## src/sfc_pkg.sv

```systemverilog
// Constants and types for the serial flash command front end
package sfc_pkg;

  // Opcodes
  localparam logic [7:0] OP_READ       = 8'h03;
  localparam logic [7:0] OP_FAST_READ  = 8'h0B;
  localparam logic [7:0] OP_DUAL_OUT   = 8'h3B;
  localparam logic [7:0] OP_QUAD_OUT   = 8'h6B;
  localparam logic [7:0] OP_DUAL_IO    = 8'hBB;
  localparam logic [7:0] OP_QUAD_IO    = 8'hEB;
  localparam logic [7:0] OP_WORD_QIO   = 8'hE7;
  localparam logic [7:0] OP_VSR_WEN    = 8'h50;
  localparam logic [7:0] OP_RST_EN     = 8'h66;
  localparam logic [7:0] OP_RST_DEV    = 8'h99;
  localparam logic [7:0] OP_DEEP_PD    = 8'hB9;
  localparam logic [7:0] OP_REL_PD     = 8'hAB;
  localparam logic [7:0] OP_WR_EN      = 8'h06;
  localparam logic [7:0] OP_WR_DIS     = 8'h04;

  // Field widths and limits
  localparam int OPCODE_BITS = 8;
  localparam int ADDR_BITS = 24;
  localparam int ARRAY_ADDR_BITS = 22;
  localparam logic [23:0] ADDR_MASK = 24'h3FFFFF;
  localparam logic [7:0] MODE_CONT = 8'hA0;
  localparam logic [7:0] MODE_CONT_MASK = 8'hF0;

  // Clock counts per phase
  localparam logic [5:0] CLK_OPCODE = 6'h08;
  localparam logic [5:0] CLK_ADDR_X1 = 6'h18;
  localparam logic [5:0] CLK_ADDR_X2 = 6'h0C;
  localparam logic [5:0] CLK_ADDR_X4 = 6'h06;
  localparam logic [5:0] CLK_MODE_X2 = 6'h04;
  localparam logic [5:0] CLK_MODE_X4 = 6'h02;
  localparam logic [5:0] CLK_DUMMY_8 = 6'h08;
  localparam logic [5:0] CLK_DUMMY_4 = 6'h04;
  localparam logic [5:0] CLK_DUMMY_2 = 6'h02;
  localparam logic [5:0] CLK_NONE = 6'h00;

  // Lane counts
  localparam logic [2:0] LANE_X1 = 3'h1;
  localparam logic [2:0] LANE_X2 = 3'h2;
  localparam logic [2:0] LANE_X4 = 3'h4;

  // Command codes reported to the core
  typedef enum logic [3:0] {
    CMD_NONE, CMD_READ, CMD_FAST_READ, CMD_DUAL_OUT, CMD_QUAD_OUT,
    CMD_DUAL_IO, CMD_QUAD_IO, CMD_WORD_QIO, CMD_VSR_WEN, CMD_RST_EN,
    CMD_RST_DEV, CMD_DEEP_PD, CMD_REL_PD, CMD_WR_EN, CMD_WR_DIS
  } sfc_cmd_e;

  typedef enum {
    ST_IDLE, ST_OPCODE, ST_ADDR, ST_MODE, ST_DUMMY, ST_DATA, ST_IGNORE
  } sfc_state_e;

endpackage

```

## src/sfc_sync.sv

```systemverilog
// Two-flop synchroniser for asynchronous inputs
`timescale 1ns/100ps
module sfc_sync #(
  parameter int WIDTH = 1
) (
  input wire logic clk_in,
  input wire logic rst_n_in,
  input wire logic [WIDTH-1:0] async_in,
  output logic [WIDTH-1:0] sync_out
);
  logic [WIDTH-1:0] meta_r;
  logic [WIDTH-1:0] sync_r;

  always_ff @(posedge clk_in or negedge rst_n_in) begin
    if (!rst_n_in) begin
      meta_r <= '0;
      sync_r <= '0;
    end else begin
      meta_r <= async_in;
      sync_r <= meta_r;
    end
  end

  assign sync_out = sync_r;
endmodule

```

## src/sfc_front_end.sv

```systemverilog
// Serial flash command framing and opcode decode front end
`timescale 1ns/100ps
//
// Overview of operation
// RL1 - Chip select assertion starts a new operation at the first clock edge.
// RL2 - Host sends an 8-bit opcode before any address, mode or data.
// RL3 - Opcode, address and data move most significant bit first.
// RL4 - Chip select release ends the current transaction.
// RL5 - An unsupported opcode starts no operation.
// RL6 - After rejection, input is ignored until chip select cycles.
// RL7 - Release before opcode and address complete aborts quietly to idle.
// RL8 - Addressed commands carry three address bytes forming 24 bits.
// RL9 - The top two address bits are ignored.
// RL10 - 3Bh: single-lane opcode and address, 8 dummy clocks, dual data.
// RL11 - 6Bh: single-lane opcode and address, 8 dummy clocks, quad data.
// RL12 - BBh: address and 4 mode clocks on two lanes; continuous skips opcode.
// RL13 - EBh: address and 2 mode clocks on four lanes, 4 dummy clocks.
// RL14 - E7h: address and 2 mode clocks on four lanes, 2 dummy clocks.
// RL15 - 50h is an opcode-only volatile status_reg write enable.
// RL16 - Inputs sampled on rising clock, outputs change on falling clock.
// RL17 - Quad address takes 6 clocks and the mode byte 2 clocks.
// RL18 - 03h reads with no dummy clocks; 0Bh adds eight dummy clocks.
// RL19 - Opcode-only system commands 66h, 99h, B9h, ABh, 06h, 04h decode.
module sfc_front_end
  import sfc_pkg::*;
(
  input wire logic clk_in,
  input wire logic rst_n_in,
  input wire logic cs_n_in,
  input wire logic sck_in,
  input wire logic [3:0] io_in,
  input wire logic [3:0] tx_nibble_in,
  output logic [3:0] io_out,
  output logic [3:0] io_oe_out,
  output sfc_pkg::sfc_cmd_e cmd_out,
  output logic cmd_valid_out,
  output logic [23:0] addr_out,
  output logic addr_valid_out,
  output logic data_phase_out,
  output logic [2:0] data_lanes_out,
  output logic tx_shift_out,
  output logic [7:0] rx_byte_out,
  output logic rx_byte_valid_out,
  output logic cont_mode_out,
  output logic reject_out
);

  // ----------------------------------------------------------------
  // Reset release and input synchronisers
  // ----------------------------------------------------------------
  logic [1:0] rst_pipe_r;
  logic rst_n;
  logic [5:0] pins_sync;
  logic cs_n_s;
  logic sck_s;
  logic [3:0] io_s;
  logic sck_d_r;
  always_ff @(posedge clk_in or negedge rst_n_in) begin
    if (!rst_n_in) begin
      rst_pipe_r <= 2'h0;
    end else begin
      rst_pipe_r <= {rst_pipe_r[0], 1'b1};
    end
  end
  assign rst_n = rst_pipe_r[1];
  // Select enters inverted so the synchroniser resets to deselected
  sfc_sync #(.WIDTH(6)) u_sync (
    .clk_in(clk_in),
    .rst_n_in(rst_n),
    .async_in({~cs_n_in, sck_in, io_in}),
    .sync_out(pins_sync)
  );
  assign cs_n_s = ~pins_sync[5];
  assign sck_s = pins_sync[4];
  assign io_s = pins_sync[3:0];
  always_ff @(posedge clk_in or negedge rst_n) begin
    if (!rst_n) begin
      sck_d_r <= 1'b0;
    end else begin
      sck_d_r <= sck_s;
    end
  end
  // Sample on rising, drive on falling; sck edges are ignored while deselected
  wire sck_rise = sck_s & ~sck_d_r & ~cs_n_s;  // see RL16
  wire sck_fall = ~sck_s & sck_d_r & ~cs_n_s;  // see RL16
  // ----------------------------------------------------------------
  // Frame state
  // ----------------------------------------------------------------
  sfc_state_e state_r, state_nxt;
  logic [5:0] cnt_r;
  logic [2:0] lanes_r;
  logic [7:0] op_r;
  logic [23:0] addr_r;
  logic [7:0] mode_r;
  logic [7:0] rx_r;
  logic [2:0] rx_cnt_r;
  logic cont_r;
  sfc_cmd_e cont_cmd_r;
  logic [3:0] tx_r;
  logic [3:0] oe_r;
  logic cmd_valid_r;
  logic addr_valid_r;
  logic rx_valid_r;
  logic reject_r;
  sfc_cmd_e cmd_r;
  // Opcode decode on the byte as it completes
  wire [7:0] op_full = {op_r[6:0], io_s[0]};  // see RL3
  sfc_cmd_e dec_cmd;
  always_comb begin
    case (op_full)
      OP_READ: dec_cmd = CMD_READ;             // see RL18
      OP_FAST_READ: dec_cmd = CMD_FAST_READ;   // see RL18
      OP_DUAL_OUT: dec_cmd = CMD_DUAL_OUT;     // see RL10
      OP_QUAD_OUT: dec_cmd = CMD_QUAD_OUT;     // see RL11
      OP_DUAL_IO: dec_cmd = CMD_DUAL_IO;       // see RL12
      OP_QUAD_IO: dec_cmd = CMD_QUAD_IO;       // see RL13
      OP_WORD_QIO: dec_cmd = CMD_WORD_QIO;     // see RL14
      OP_VSR_WEN: dec_cmd = CMD_VSR_WEN;       // see RL15
      OP_RST_EN: dec_cmd = CMD_RST_EN;         // see RL19
      OP_RST_DEV: dec_cmd = CMD_RST_DEV;       // see RL19
      OP_DEEP_PD: dec_cmd = CMD_DEEP_PD;       // see RL19
      OP_REL_PD: dec_cmd = CMD_REL_PD;         // see RL19
      OP_WR_EN: dec_cmd = CMD_WR_EN;           // see RL19
      OP_WR_DIS: dec_cmd = CMD_WR_DIS;         // see RL19
      default: dec_cmd = CMD_NONE;             // see RL5
    endcase
  end
  // Per-command phase shapes
  function automatic logic [2:0] addr_lanes(input sfc_cmd_e c);
    case (c)
      CMD_DUAL_IO: addr_lanes = LANE_X2;
      CMD_QUAD_IO, CMD_WORD_QIO: addr_lanes = LANE_X4;
      default: addr_lanes = LANE_X1;
    endcase
  endfunction
  function automatic logic [5:0] addr_clks(input sfc_cmd_e c);
    case (c)
      CMD_DUAL_IO: addr_clks = CLK_ADDR_X2;
      CMD_QUAD_IO, CMD_WORD_QIO: addr_clks = CLK_ADDR_X4;  // see RL17
      default: addr_clks = CLK_ADDR_X1;
    endcase
  endfunction
  function automatic logic [5:0] dummy_clks(input sfc_cmd_e c);
    case (c)
      CMD_FAST_READ, CMD_DUAL_OUT, CMD_QUAD_OUT: dummy_clks = CLK_DUMMY_8;
      CMD_QUAD_IO: dummy_clks = CLK_DUMMY_4;   // see RL13
      CMD_WORD_QIO: dummy_clks = CLK_DUMMY_2;  // see RL14
      default: dummy_clks = CLK_NONE;          // see RL12
    endcase
  endfunction
  function automatic logic [2:0] data_lanes(input sfc_cmd_e c);
    case (c)
      CMD_DUAL_OUT, CMD_DUAL_IO: data_lanes = LANE_X2;  // see RL10
      CMD_QUAD_OUT, CMD_QUAD_IO, CMD_WORD_QIO: data_lanes = LANE_X4;
      default: data_lanes = LANE_X1;
    endcase
  endfunction
  function automatic logic has_addr(input sfc_cmd_e c);
    has_addr = c inside {CMD_READ, CMD_FAST_READ, CMD_DUAL_OUT,
      CMD_QUAD_OUT, CMD_DUAL_IO, CMD_QUAD_IO, CMD_WORD_QIO};
  endfunction
  wire has_mode = (cmd_r == CMD_DUAL_IO) || (cmd_r == CMD_QUAD_IO) ||
                  (cmd_r == CMD_WORD_QIO);
  wire [5:0] mode_clks = (cmd_r == CMD_DUAL_IO) ? CLK_MODE_X2 : CLK_MODE_X4;
  wire last_clk = (cnt_r == 6'h01);
  // Address shifts in on 1, 2 or 4 lanes, top lane carries the higher bit
  logic [23:0] addr_shift;
  always_comb begin
    case (lanes_r)
      LANE_X2: addr_shift = {addr_r[21:0], io_s[1:0]};
      LANE_X4: addr_shift = {addr_r[19:0], io_s};
      default: addr_shift = {addr_r[22:0], io_s[0]};
    endcase
  end
  logic [7:0] mode_shift;
  always_comb begin
    case (lanes_r)
      LANE_X2: mode_shift = {mode_r[5:0], io_s[1:0]};
      LANE_X4: mode_shift = {mode_r[3:0], io_s};
      default: mode_shift = {mode_r[6:0], io_s[0]};
    endcase
  end
  wire cont_next = ((mode_shift & MODE_CONT_MASK) == MODE_CONT);

  // ----------------------------------------------------------------
  // Phase sequencing
  // ----------------------------------------------------------------
  always_comb begin
    state_nxt = state_r;
    case (state_r)
      ST_IDLE: begin
        if (!cs_n_s) begin
          state_nxt = cont_r ? ST_ADDR : ST_OPCODE;  // see RL1
        end
      end
      ST_OPCODE: begin
        if (sck_rise && last_clk) begin
          state_nxt = has_addr(dec_cmd) ? ST_ADDR : ST_IGNORE;  // see RL6 RL8
        end
      end
      ST_ADDR: begin
        if (sck_rise && last_clk) begin
          state_nxt = has_mode ? ST_MODE :
            (dummy_clks(cmd_r) != CLK_NONE) ? ST_DUMMY : ST_DATA;
        end
      end
      ST_MODE: begin
        if (sck_rise && last_clk) begin
          state_nxt = (dummy_clks(cmd_r) != CLK_NONE) ? ST_DUMMY : ST_DATA;
        end
      end
      ST_DUMMY: begin
        if (sck_rise && last_clk) begin
          state_nxt = ST_DATA;
        end
      end
      ST_DATA, ST_IGNORE: state_nxt = state_r;
      default: state_nxt = ST_IDLE;
    endcase
    if (cs_n_s) begin
      state_nxt = ST_IDLE;  // see RL4 RL7
    end
  end

  // ----------------------------------------------------------------
  // Registers
  // ----------------------------------------------------------------
  wire enter = (state_r == ST_IDLE) && !cs_n_s;
  wire op_done = (state_r == ST_OPCODE) && sck_rise && last_clk;
  wire addr_done = (state_r == ST_ADDR) && sck_rise && last_clk;
  wire mode_done = (state_r == ST_MODE) && sck_rise && last_clk;
  wire in_data = (state_r == ST_DATA);
  always_ff @(posedge clk_in or negedge rst_n) begin
    if (!rst_n) begin
      state_r <= ST_IDLE;
      cnt_r <= CLK_NONE;
      lanes_r <= LANE_X1;
      op_r <= 8'h00;
      addr_r <= 24'h000000;
      mode_r <= 8'h00;
      cmd_r <= CMD_NONE;
      cont_r <= 1'b0;
      cont_cmd_r <= CMD_NONE;
      cmd_valid_r <= 1'b0;
      addr_valid_r <= 1'b0;
      reject_r <= 1'b0;
    end else begin
      state_r <= state_nxt;
      cmd_valid_r <= 1'b0;
      addr_valid_r <= 1'b0;
      reject_r <= 1'b0;
      if (enter) begin
        op_r <= 8'h00;
        cmd_r <= cont_r ? cont_cmd_r : CMD_NONE;
        lanes_r <= cont_r ? addr_lanes(cont_cmd_r) : LANE_X1;
        // Continuous read skips the opcode phase  see RL12 RL13 RL14
        cnt_r <= cont_r ? addr_clks(cont_cmd_r) : CLK_OPCODE;  // see RL2
        addr_r <= 24'h000000;
        mode_r <= 8'h00;
      end else if (sck_rise) begin
        cnt_r <= cnt_r - 6'h01;
        case (state_r)
          ST_OPCODE: op_r <= op_full;
          ST_ADDR: addr_r <= addr_shift;
          ST_MODE: mode_r <= mode_shift;
          default: op_r <= op_r;
        endcase
      end
      if (op_done) begin
        cmd_r <= dec_cmd;
        lanes_r <= addr_lanes(dec_cmd);
        cnt_r <= addr_clks(dec_cmd);
        reject_r <= (dec_cmd == CMD_NONE);       // see RL5
        cmd_valid_r <= (dec_cmd != CMD_NONE) && !has_addr(dec_cmd);
      end
      if (addr_done) begin
        cnt_r <= has_mode ? mode_clks : dummy_clks(cmd_r);
        // Only commit once opcode and address are complete  see RL7
        cmd_valid_r <= 1'b1;
        addr_valid_r <= 1'b1;
      end
      if (mode_done) begin
        cnt_r <= dummy_clks(cmd_r);
        // Mode byte decides whether the next frame drops the opcode
        cont_r <= cont_next;
        cont_cmd_r <= cmd_r;
      end
    end
  end
  // Upper two bits never reach the array
  assign addr_out = addr_r & ADDR_MASK;  // see RL9
  // ----------------------------------------------------------------
  // Data phase: shift lane 0 in as bytes in every data phase, drive read data
  // ----------------------------------------------------------------
  always_ff @(posedge clk_in or negedge rst_n) begin
    if (!rst_n) begin
      rx_r <= 8'h00;
      rx_cnt_r <= 3'h0;
      rx_valid_r <= 1'b0;
      tx_r <= 4'h0;
      oe_r <= 4'h0;
    end else begin
      rx_valid_r <= 1'b0;
      if (!in_data) begin
        rx_cnt_r <= 3'h0;
        oe_r <= 4'h0;
      end else if (sck_rise) begin
        rx_r <= {rx_r[6:0], io_s[0]};  // see RL3
        rx_cnt_r <= rx_cnt_r + 3'h1;
        rx_valid_r <= (rx_cnt_r == 3'h7);
      end
      // Outputs only move on the falling edge, except that enables clear at deselect  see RL16
      if (in_data && sck_fall && has_addr(cmd_r)) begin
        tx_r <= tx_nibble_in;
        case (data_lanes(cmd_r))
          LANE_X2: oe_r <= 4'h3;
          LANE_X4: oe_r <= 4'hF;
          default: oe_r <= 4'h2;
        endcase
      end
    end
  end

  // Read-data source is told to advance on each falling edge of the data phase
  assign tx_shift_out = in_data && sck_fall && has_addr(cmd_r);
  assign io_out = tx_r;
  assign io_oe_out = cs_n_s ? 4'h0 : oe_r;
  assign cmd_out = cmd_r;
  assign cmd_valid_out = cmd_valid_r;
  assign addr_valid_out = addr_valid_r;
  assign data_phase_out = in_data;
  assign data_lanes_out = data_lanes(cmd_r);
  assign rx_byte_out = rx_r;
  assign rx_byte_valid_out = rx_valid_r;
  assign cont_mode_out = cont_r;
  assign reject_out = reject_r;

endmodule

```

## config.mk

```make
export PLATFORM = sky130hd
export DESIGN_NAME = sfc_front_end
export DESIGN_NICKNAME = d
export VERILOG_FILES = /design/src/sfc_pkg.sv /design/src/sfc_sync.sv /design/src/sfc_front_end.sv
export SDC_FILE = /design/constraint.sdc
export NUM_CORES = 1
export LEC_CHECK = 0
export ABC_AREA = 1
export BUFFER_PORTS_ARGS = -buffer_cell sky130_fd_sc_hd__buf_4
export CORE_ASPECT_RATIO = 1.1
export CORE_MARGIN = 2
export CORE_UTILIZATION = 45
export DETAILED_ROUTE_END_ITERATION = 8
export PLACE_DENSITY = 0.79
export SLEW_MARGIN = 10
export SYNTH_ARGS = -nofsm -noshare
export SYNTH_HDL_FRONTEND = slang
export SYNTH_SLANG_ARGS = --single-unit
```

## constraint.sdc

```tcl
create_clock -name clk_in -period 2.9 [get_ports clk_in]
set_clock_uncertainty 0.05 [all_clocks]
set_input_delay 0.58 -clock clk_in [delete_from_list [all_inputs] [get_ports clk_in]]
set_output_delay 0.58 -clock clk_in [all_outputs]
set_load 0.03 [all_outputs]
```

==> Word level (Yosys, flattened, before mapping) <==
Cells that the tools add are included.
{ "word_totals": {"regBits": 124, "latchBits": 0, "rom_bits": 0, "mem_count": 0, "elab_cells": 183, "in_bits": 12, "mem_bits_rw": 0} }
{ "op_classes": {"muxes": 59, "n_reduce_logical": 39, "n_addsub": 2, "n_bitwise": 7, "order_cmp": 0, "mul": 0, "eq_ne": 55, "shift": 0, "div": 0} }
{ "ops": {"columns": ["operator", "count"], "rows": [
  ["32-bit one-hot mux with 6 select lines", 1],
  ["32-bit by 3-bit equality test with 1-bit output (second input constant)", 5],
  ["32-bit 2-to-1 mux", 5],
  ["32-bit by 2-bit equality test with 1-bit output (second input constant)", 3],
  ["22-bit 2-to-1 mux", 3],
  ["32-bit zero test", 2],
  ["6-bit 2-to-1 mux", 10],
  ["4-bit one-hot mux with 14 select lines", 1],
  ["8-bit equality test (second input constant)", 6],
  ["4-bit by 3-bit equality test with 1-bit output (second input constant)", 11],
  ["22-bit one-hot mux with 2 select lines", 1],
  ["7-bit 2-to-1 mux", 6],
  ["32-bit by 1-bit equality test with 1-bit output (second input constant)", 1],
  ["32-bit by 4-bit equality test with 1-bit output (second input constant)", 1],
  ["3-bit 2-to-1 mux", 9],
  ["8-bit by 7-bit equality test with 1-bit output (second input constant)", 3],
  ["4-bit 2-to-1 mux", 6],
  ["5-bit one-hot mux with 2 select lines", 2],
  ["3-bit one-hot mux with 2 select lines", 3],
  ["4-bit by 2-bit equality test with 1-bit output (second input constant)", 4],
  ["8-bit by 3-bit equality test with 1-bit output (second input constant)", 2],
  ["8-bit one-hot mux with 2 select lines", 1],
  ["7-bit nonzero test", 2],
  ["3-bit != test (second input constant)", 4],
  ["other kinds (29)", 70]
]} }

==> Logic depth before layout (Yosys ltp) <==
{ "depth": {"word_depth": 12, "ltp_mapped": 12} }

==> Cells and area by module <==
From an unflattened synthesis, not the netlist that was laid out.
{ "unflattened": {"hier_cells": 618, "hier_area_um2": 4874.7} }
{ "modules_own_cells": {"columns": ["mod", "n_inst", "cells_each", "area_per_inst_um2"], "rows": [
  ["sfc_front_end", 1, 606, 4574.4],
  ["sfc_sync", 1, 12, 300.3]
]} }

==> Worst setup path after synthesis <==
OpenSTA, ideal clock, no wires.
{ "synth_timing": {"path_type": "reg-to-output", "start": "register cmd_r[2] (netlist: cmd_out[2])", "end": "output data_lanes_out[1]", "arrival_ns": 2.261, "stages_incl_launch_ff": 8, "setup_slack_ns": 0.009, "path_buffers": 0, "cell_sequence": "dfrtp_1 > inv_1 > nor2_1 > inv_1 > nor2_1 > inv_1 > ha_1 > nor2_1"} }
{ "synth_between": {"elab_chain_len": 3, "elab_cells_between_ends": 8, "cone_classes": "eq/ne (5); mux (1); reduce/logical (2)"} }
{ "synth_lines": {"columns": ["element", "line", "source"], "rows": [
  ["start: declaration", "sfc_front_end.sv:105", "sfc_cmd_e cmd_r;"],
  ["start signal: assignment", "sfc_front_end.sv:254", "cmd_r <= cont_r ? cont_cmd_r : CMD_NONE;"],
  ["start signal: assignment", "sfc_front_end.sv:270", "cmd_r <= dec_cmd;"],
  ["4-bit by 3-bit equality test with 1-bit output or 4-bit by 2-bit equality test with 1-bit output (tied branches)", "sfc_front_end.sv:152", "case (c)"],
  ["3-bit OR reduction or 2-bit OR reduction (tied branches)", "sfc_front_end.sv:152", null],
  ["3-bit one-hot mux with 2 select lines *", "sfc_front_end.sv:152", null],
  ["end: declaration", "sfc_front_end.sv:40", "output logic [2:0] data_lanes_out,"]
]} }
Mark *: on every way between the ends. The rest lies on a longest branch, timed or not.

==> Worst setup path after layout <==
{ "layout_timing": {"start": "register state_r[2]", "end": "output tx_shift_out"} }
{ "layout_between": {"elab_chain_len": 3} }
{ "layout_lines": {"columns": ["element", "line", "source"], "rows": [
  ["start: declaration", "sfc_front_end.sv:89", "sfc_state_e state_r, state_nxt;"],
  ["start signal: assignment", "sfc_front_end.sv:248", "state_r <= state_nxt;"],
  ["32-bit by 4-bit equality test with 1-bit output", "sfc_front_end.sv:232", "wire in_data = (state_r == ST_DATA);"],
  ["1-bit logical AND (2 in a row)", "sfc_front_end.sv:325", "assign tx_shift_out = in_data && sck_fall && has_addr(cmd_r);"],
  ["end: declaration", "sfc_front_end.sv:41", "output logic tx_shift_out,"]
]} }
No other way between the ends.

==> flow_summary.toml <==
[power_and_ir_drop]
p_leak_nw = 2.94
combPwrFrac = 0.241
p_switching_mw = 1.21
swShare = 0.337
pwr-share-clk = 0.333
pwr-share-seq = 0.426
ir_drop_uv = 298
p_per_area_nw_per_um2 = 626
p_int_mw = 2.38
power.total_mw = 3.58

[job]
maxCapViolCount = 0

[setup_path]
critPathLaunchType = "flip-flop"
crit_family = "simple AND/OR/NAND/NOR gates"
worstSetupPathDepth = 5
r2r_cells = 7
r2r_end = "cont_mode_out$_DFFE_PN0P_"
critical_path.cell_chain = "inv_2 > nor3_4 > nand4_4 > inv_2 > buf_4"
worstSetupPathType = "flip-flop to output pin"
endpoint_kind = "output pin"
slowest_stage = "dfrtp_1"
arrival_ns = 2.00
worst-path-buf-inv = 3
ff2ff_setup_slack_ns = 0.54
cp_common_cell = "inv_2"
crit_end = "tx_shift_out"
cp.required_ns = 2.27
worst-path-max-fanout = 9
crit_path_start = "state_r[2]$_DFFE_PN0P_"
worst_r2r_startpoint = "lanes_r[2]$_DFFE_PN0P_"
critPathMaxStageDelay_ns = 0.52

[drt]
num_vias = 4421
antenna_left = 0
routed_wl_mm = 11.8
avgViaCountPerCell = 5.44
wl_per_cell_um = 14.6
first_pass_iters = 5
drc = 0
drt_iter0_drc = 362

[yosys]
synthTopCellsByCount = "nand2_1 (135), dfrtp_1 (93), inv_1 (77)"
synth_cells = 600
synth_cell_types = 40
ys_seq_area_frac = 0.489
synthTopCellsByArea = "dfrtp_1 (48%), nand2_1 (11%), o21ai_0 (6.9%)"
yosysMostFrequentCell = "nand2_1"
synthDominantCellAreaShare = 0.484
async_flop_share = 1.00
avgSynthCellArea_um2 = 8.02
synth.yosys.warnings = 0
synth_top_flop_cell = "dfrtp_1"
synth_edf_count = 0
ys_ff_latch = 94
yosysTopAreaCell = "dfrtp_1"
syn_area_um2 = 4810

[clocking]
htreeDepth = 3
clk_latency_ns = 0.34
numCtsBuffers = 9
path_clk_slew_ns = 0.07
cts-root-buf = "clkbuf_16"
tritoncts = "built"
cts.sinks = 94
cts_buffer_depth = 2

[placement]
gp_congestion = 0.916
pre_cts_ws_ns = 0.628
port_buffers = 63
hpwlAfterDp_mm = 8.45
dp.cells = 795

[timing]
worst_slack_ns = 0.269
maxSlewHeadroom = 0.575
clock.fmax_mhz = 380
finalHoldViolCount = 0
max_slew.worst_pin.slew_ns = 0.638
rsz0062_at_grt = "false"
final.setup.tns_ns = 0
maxSlewViolCount = 0
finalCriticalPeriod_ns = 2.63
fin_crit_sh = 0.907
setup_viol = 0

[layout]
final_util = 0.551
syn_to_final_growth_pct = 19.0
drive_gt1_frac = 0.160
final_cells = 812
num_antenna_cells = 0
finalNetCount = 682

[worst_hold_path]
hp-start = "io_in[0]"
hp-class = "input port to flip-flop"

[global_routing]
gr-usage-met2 = 0.346
top_usage_layer = "met2"
use_met3 = 0.0336
antenna_found_initial = 0
grt.met1_usage = 0.271
grt_pass1_vias = 4157
grt.overflow.total = 0
grt_pass1_wl_mm = 19.3
grt_start_max_net_pins = 52
track_usage = 0.209

[floorplanning]
die_h_um = 112
initial_core_util = 0.463
num_rows = 39
dieArea_um2 = 11500
die_x_um = 103
core_um2 = 10400
ioPinCount = 66

[status]
status = "completed"
state kept, by name (all words and copies together), names as in the netlist, 4 cells and up:
name / count
io_out: 4
u_sync.meta_r: 6
op_r: 7
cont_cmd_r: 4
mode_r: 7
u_sync.sync_out: 6
rx_byte_out: 8
addr_r: 22
cnt_r: 6
cmd_out: 4
layout by cell type, fill, tap and decap left out, types with 2 or more instances in the layout:
master,Yosys,layout
mux2_2,6,6
a221oi_1,3,3
o211ai_1,3,3
nand3_1,37,37
o22ai_1,32,32
clkinv_2,0,3
o221ai_1,2,2
buf_4,6,68
nor3_1,6,6
nor3_4,2,2
xor2_1,2,2
inv_2,5,5
clkbuf_16,0,9
nand4_1,8,8
inv_1,77,77
o21ai_0,66,66
o32ai_1,2,2
dfrtp_1,93,92
nand2_2,2,2
ha_1,6,6
a21oi_1,19,19
conb_1,2,3
a211oi_1,2,2
nand2_1,135,135
nor2_1,57,57
clkinv_1,2,2
through the flow:
step	hold WS, ns	cell area, µm²
CTS	0.284	5730
global route	0.282	5730
detailed placement	0.286	5420
finish	0.291	5730
global placement	0.283	5420
floorplan	0.234	4810
area by class of cell:
type                       instances  area, µm²
inverter                          84        315
tap                              143        179
timing repair buffer              69        520
sequential                        94       2360
multi-input combinational        406       2050
clock inverter                     6       61.3
clock buffer                      10        239
fill                             969       4670
power groups by stage:
stage | clock (mW) | combinational, mW | sequential, mW
after CTS | 1.21 | 0.853 | 1.53
final | 1.19 | 0.863 | 1.53
after detailed placement | 0 | 0.843 | 1.55
after global placement | 0 | 0.818 | 1.54
after floorplan | 0 | 0.563 | 1.59
after global routing | 1.26 | 0.953 | 1.54
routing by layer:
metal	part of all wire	routed length, µm
met5	0	0
met4	0.019	224
met3	0.059	694
met2	0.50	5880
met1	0.43	5030
how the worst min path moves through the flow:
stage                                    to  slack [ns]  depth (start not counted)
5_1_grt          u_sync.meta_r[0]$_DFF_PN0_        0.28                          1
3_5_place_dp   u_sync.sync_out[5]$_DFF_PN0_        0.29                          0
6_report         u_sync.meta_r[0]$_DFF_PN0_        0.29                          1
2_1_floorplan       rst_pipe_r[0]$_DFF_PN0_        0.23                          0
3_3_place_gp   u_sync.sync_out[2]$_DFF_PN0_        0.28                          0
4_1_cts          u_sync.meta_r[0]$_DFF_PN0_        0.28                          1
what timing repair did:
| action | 4_1_cts | 5_1_grt |
|---|---|---|
| endpoints found under the hold margin | 2 | 0 |
| buffers inserted | 0 | 0 |
| gates resized for setup | 0 | 0 |
| hold buffers | 1 | 0 |
logic make-up (layout without fill, tap and decap cells):
family,count (synthesis),after routing,synth area share
AO/OA/AOI/OAI,133,133,0.157
XOR/XNOR,2,2,0.00364
adder cells (fa/ha/maj),6,6,0.0156
buffers and inverters,101,169,0.0845
flip-flops,94,94,0.489
multiplexers,7,7,0.0172
other,2,3,0.00156
AND/OR/NAND/NOR,255,255,0.232
No activity file was read; power rests on OpenSTA's default activity.
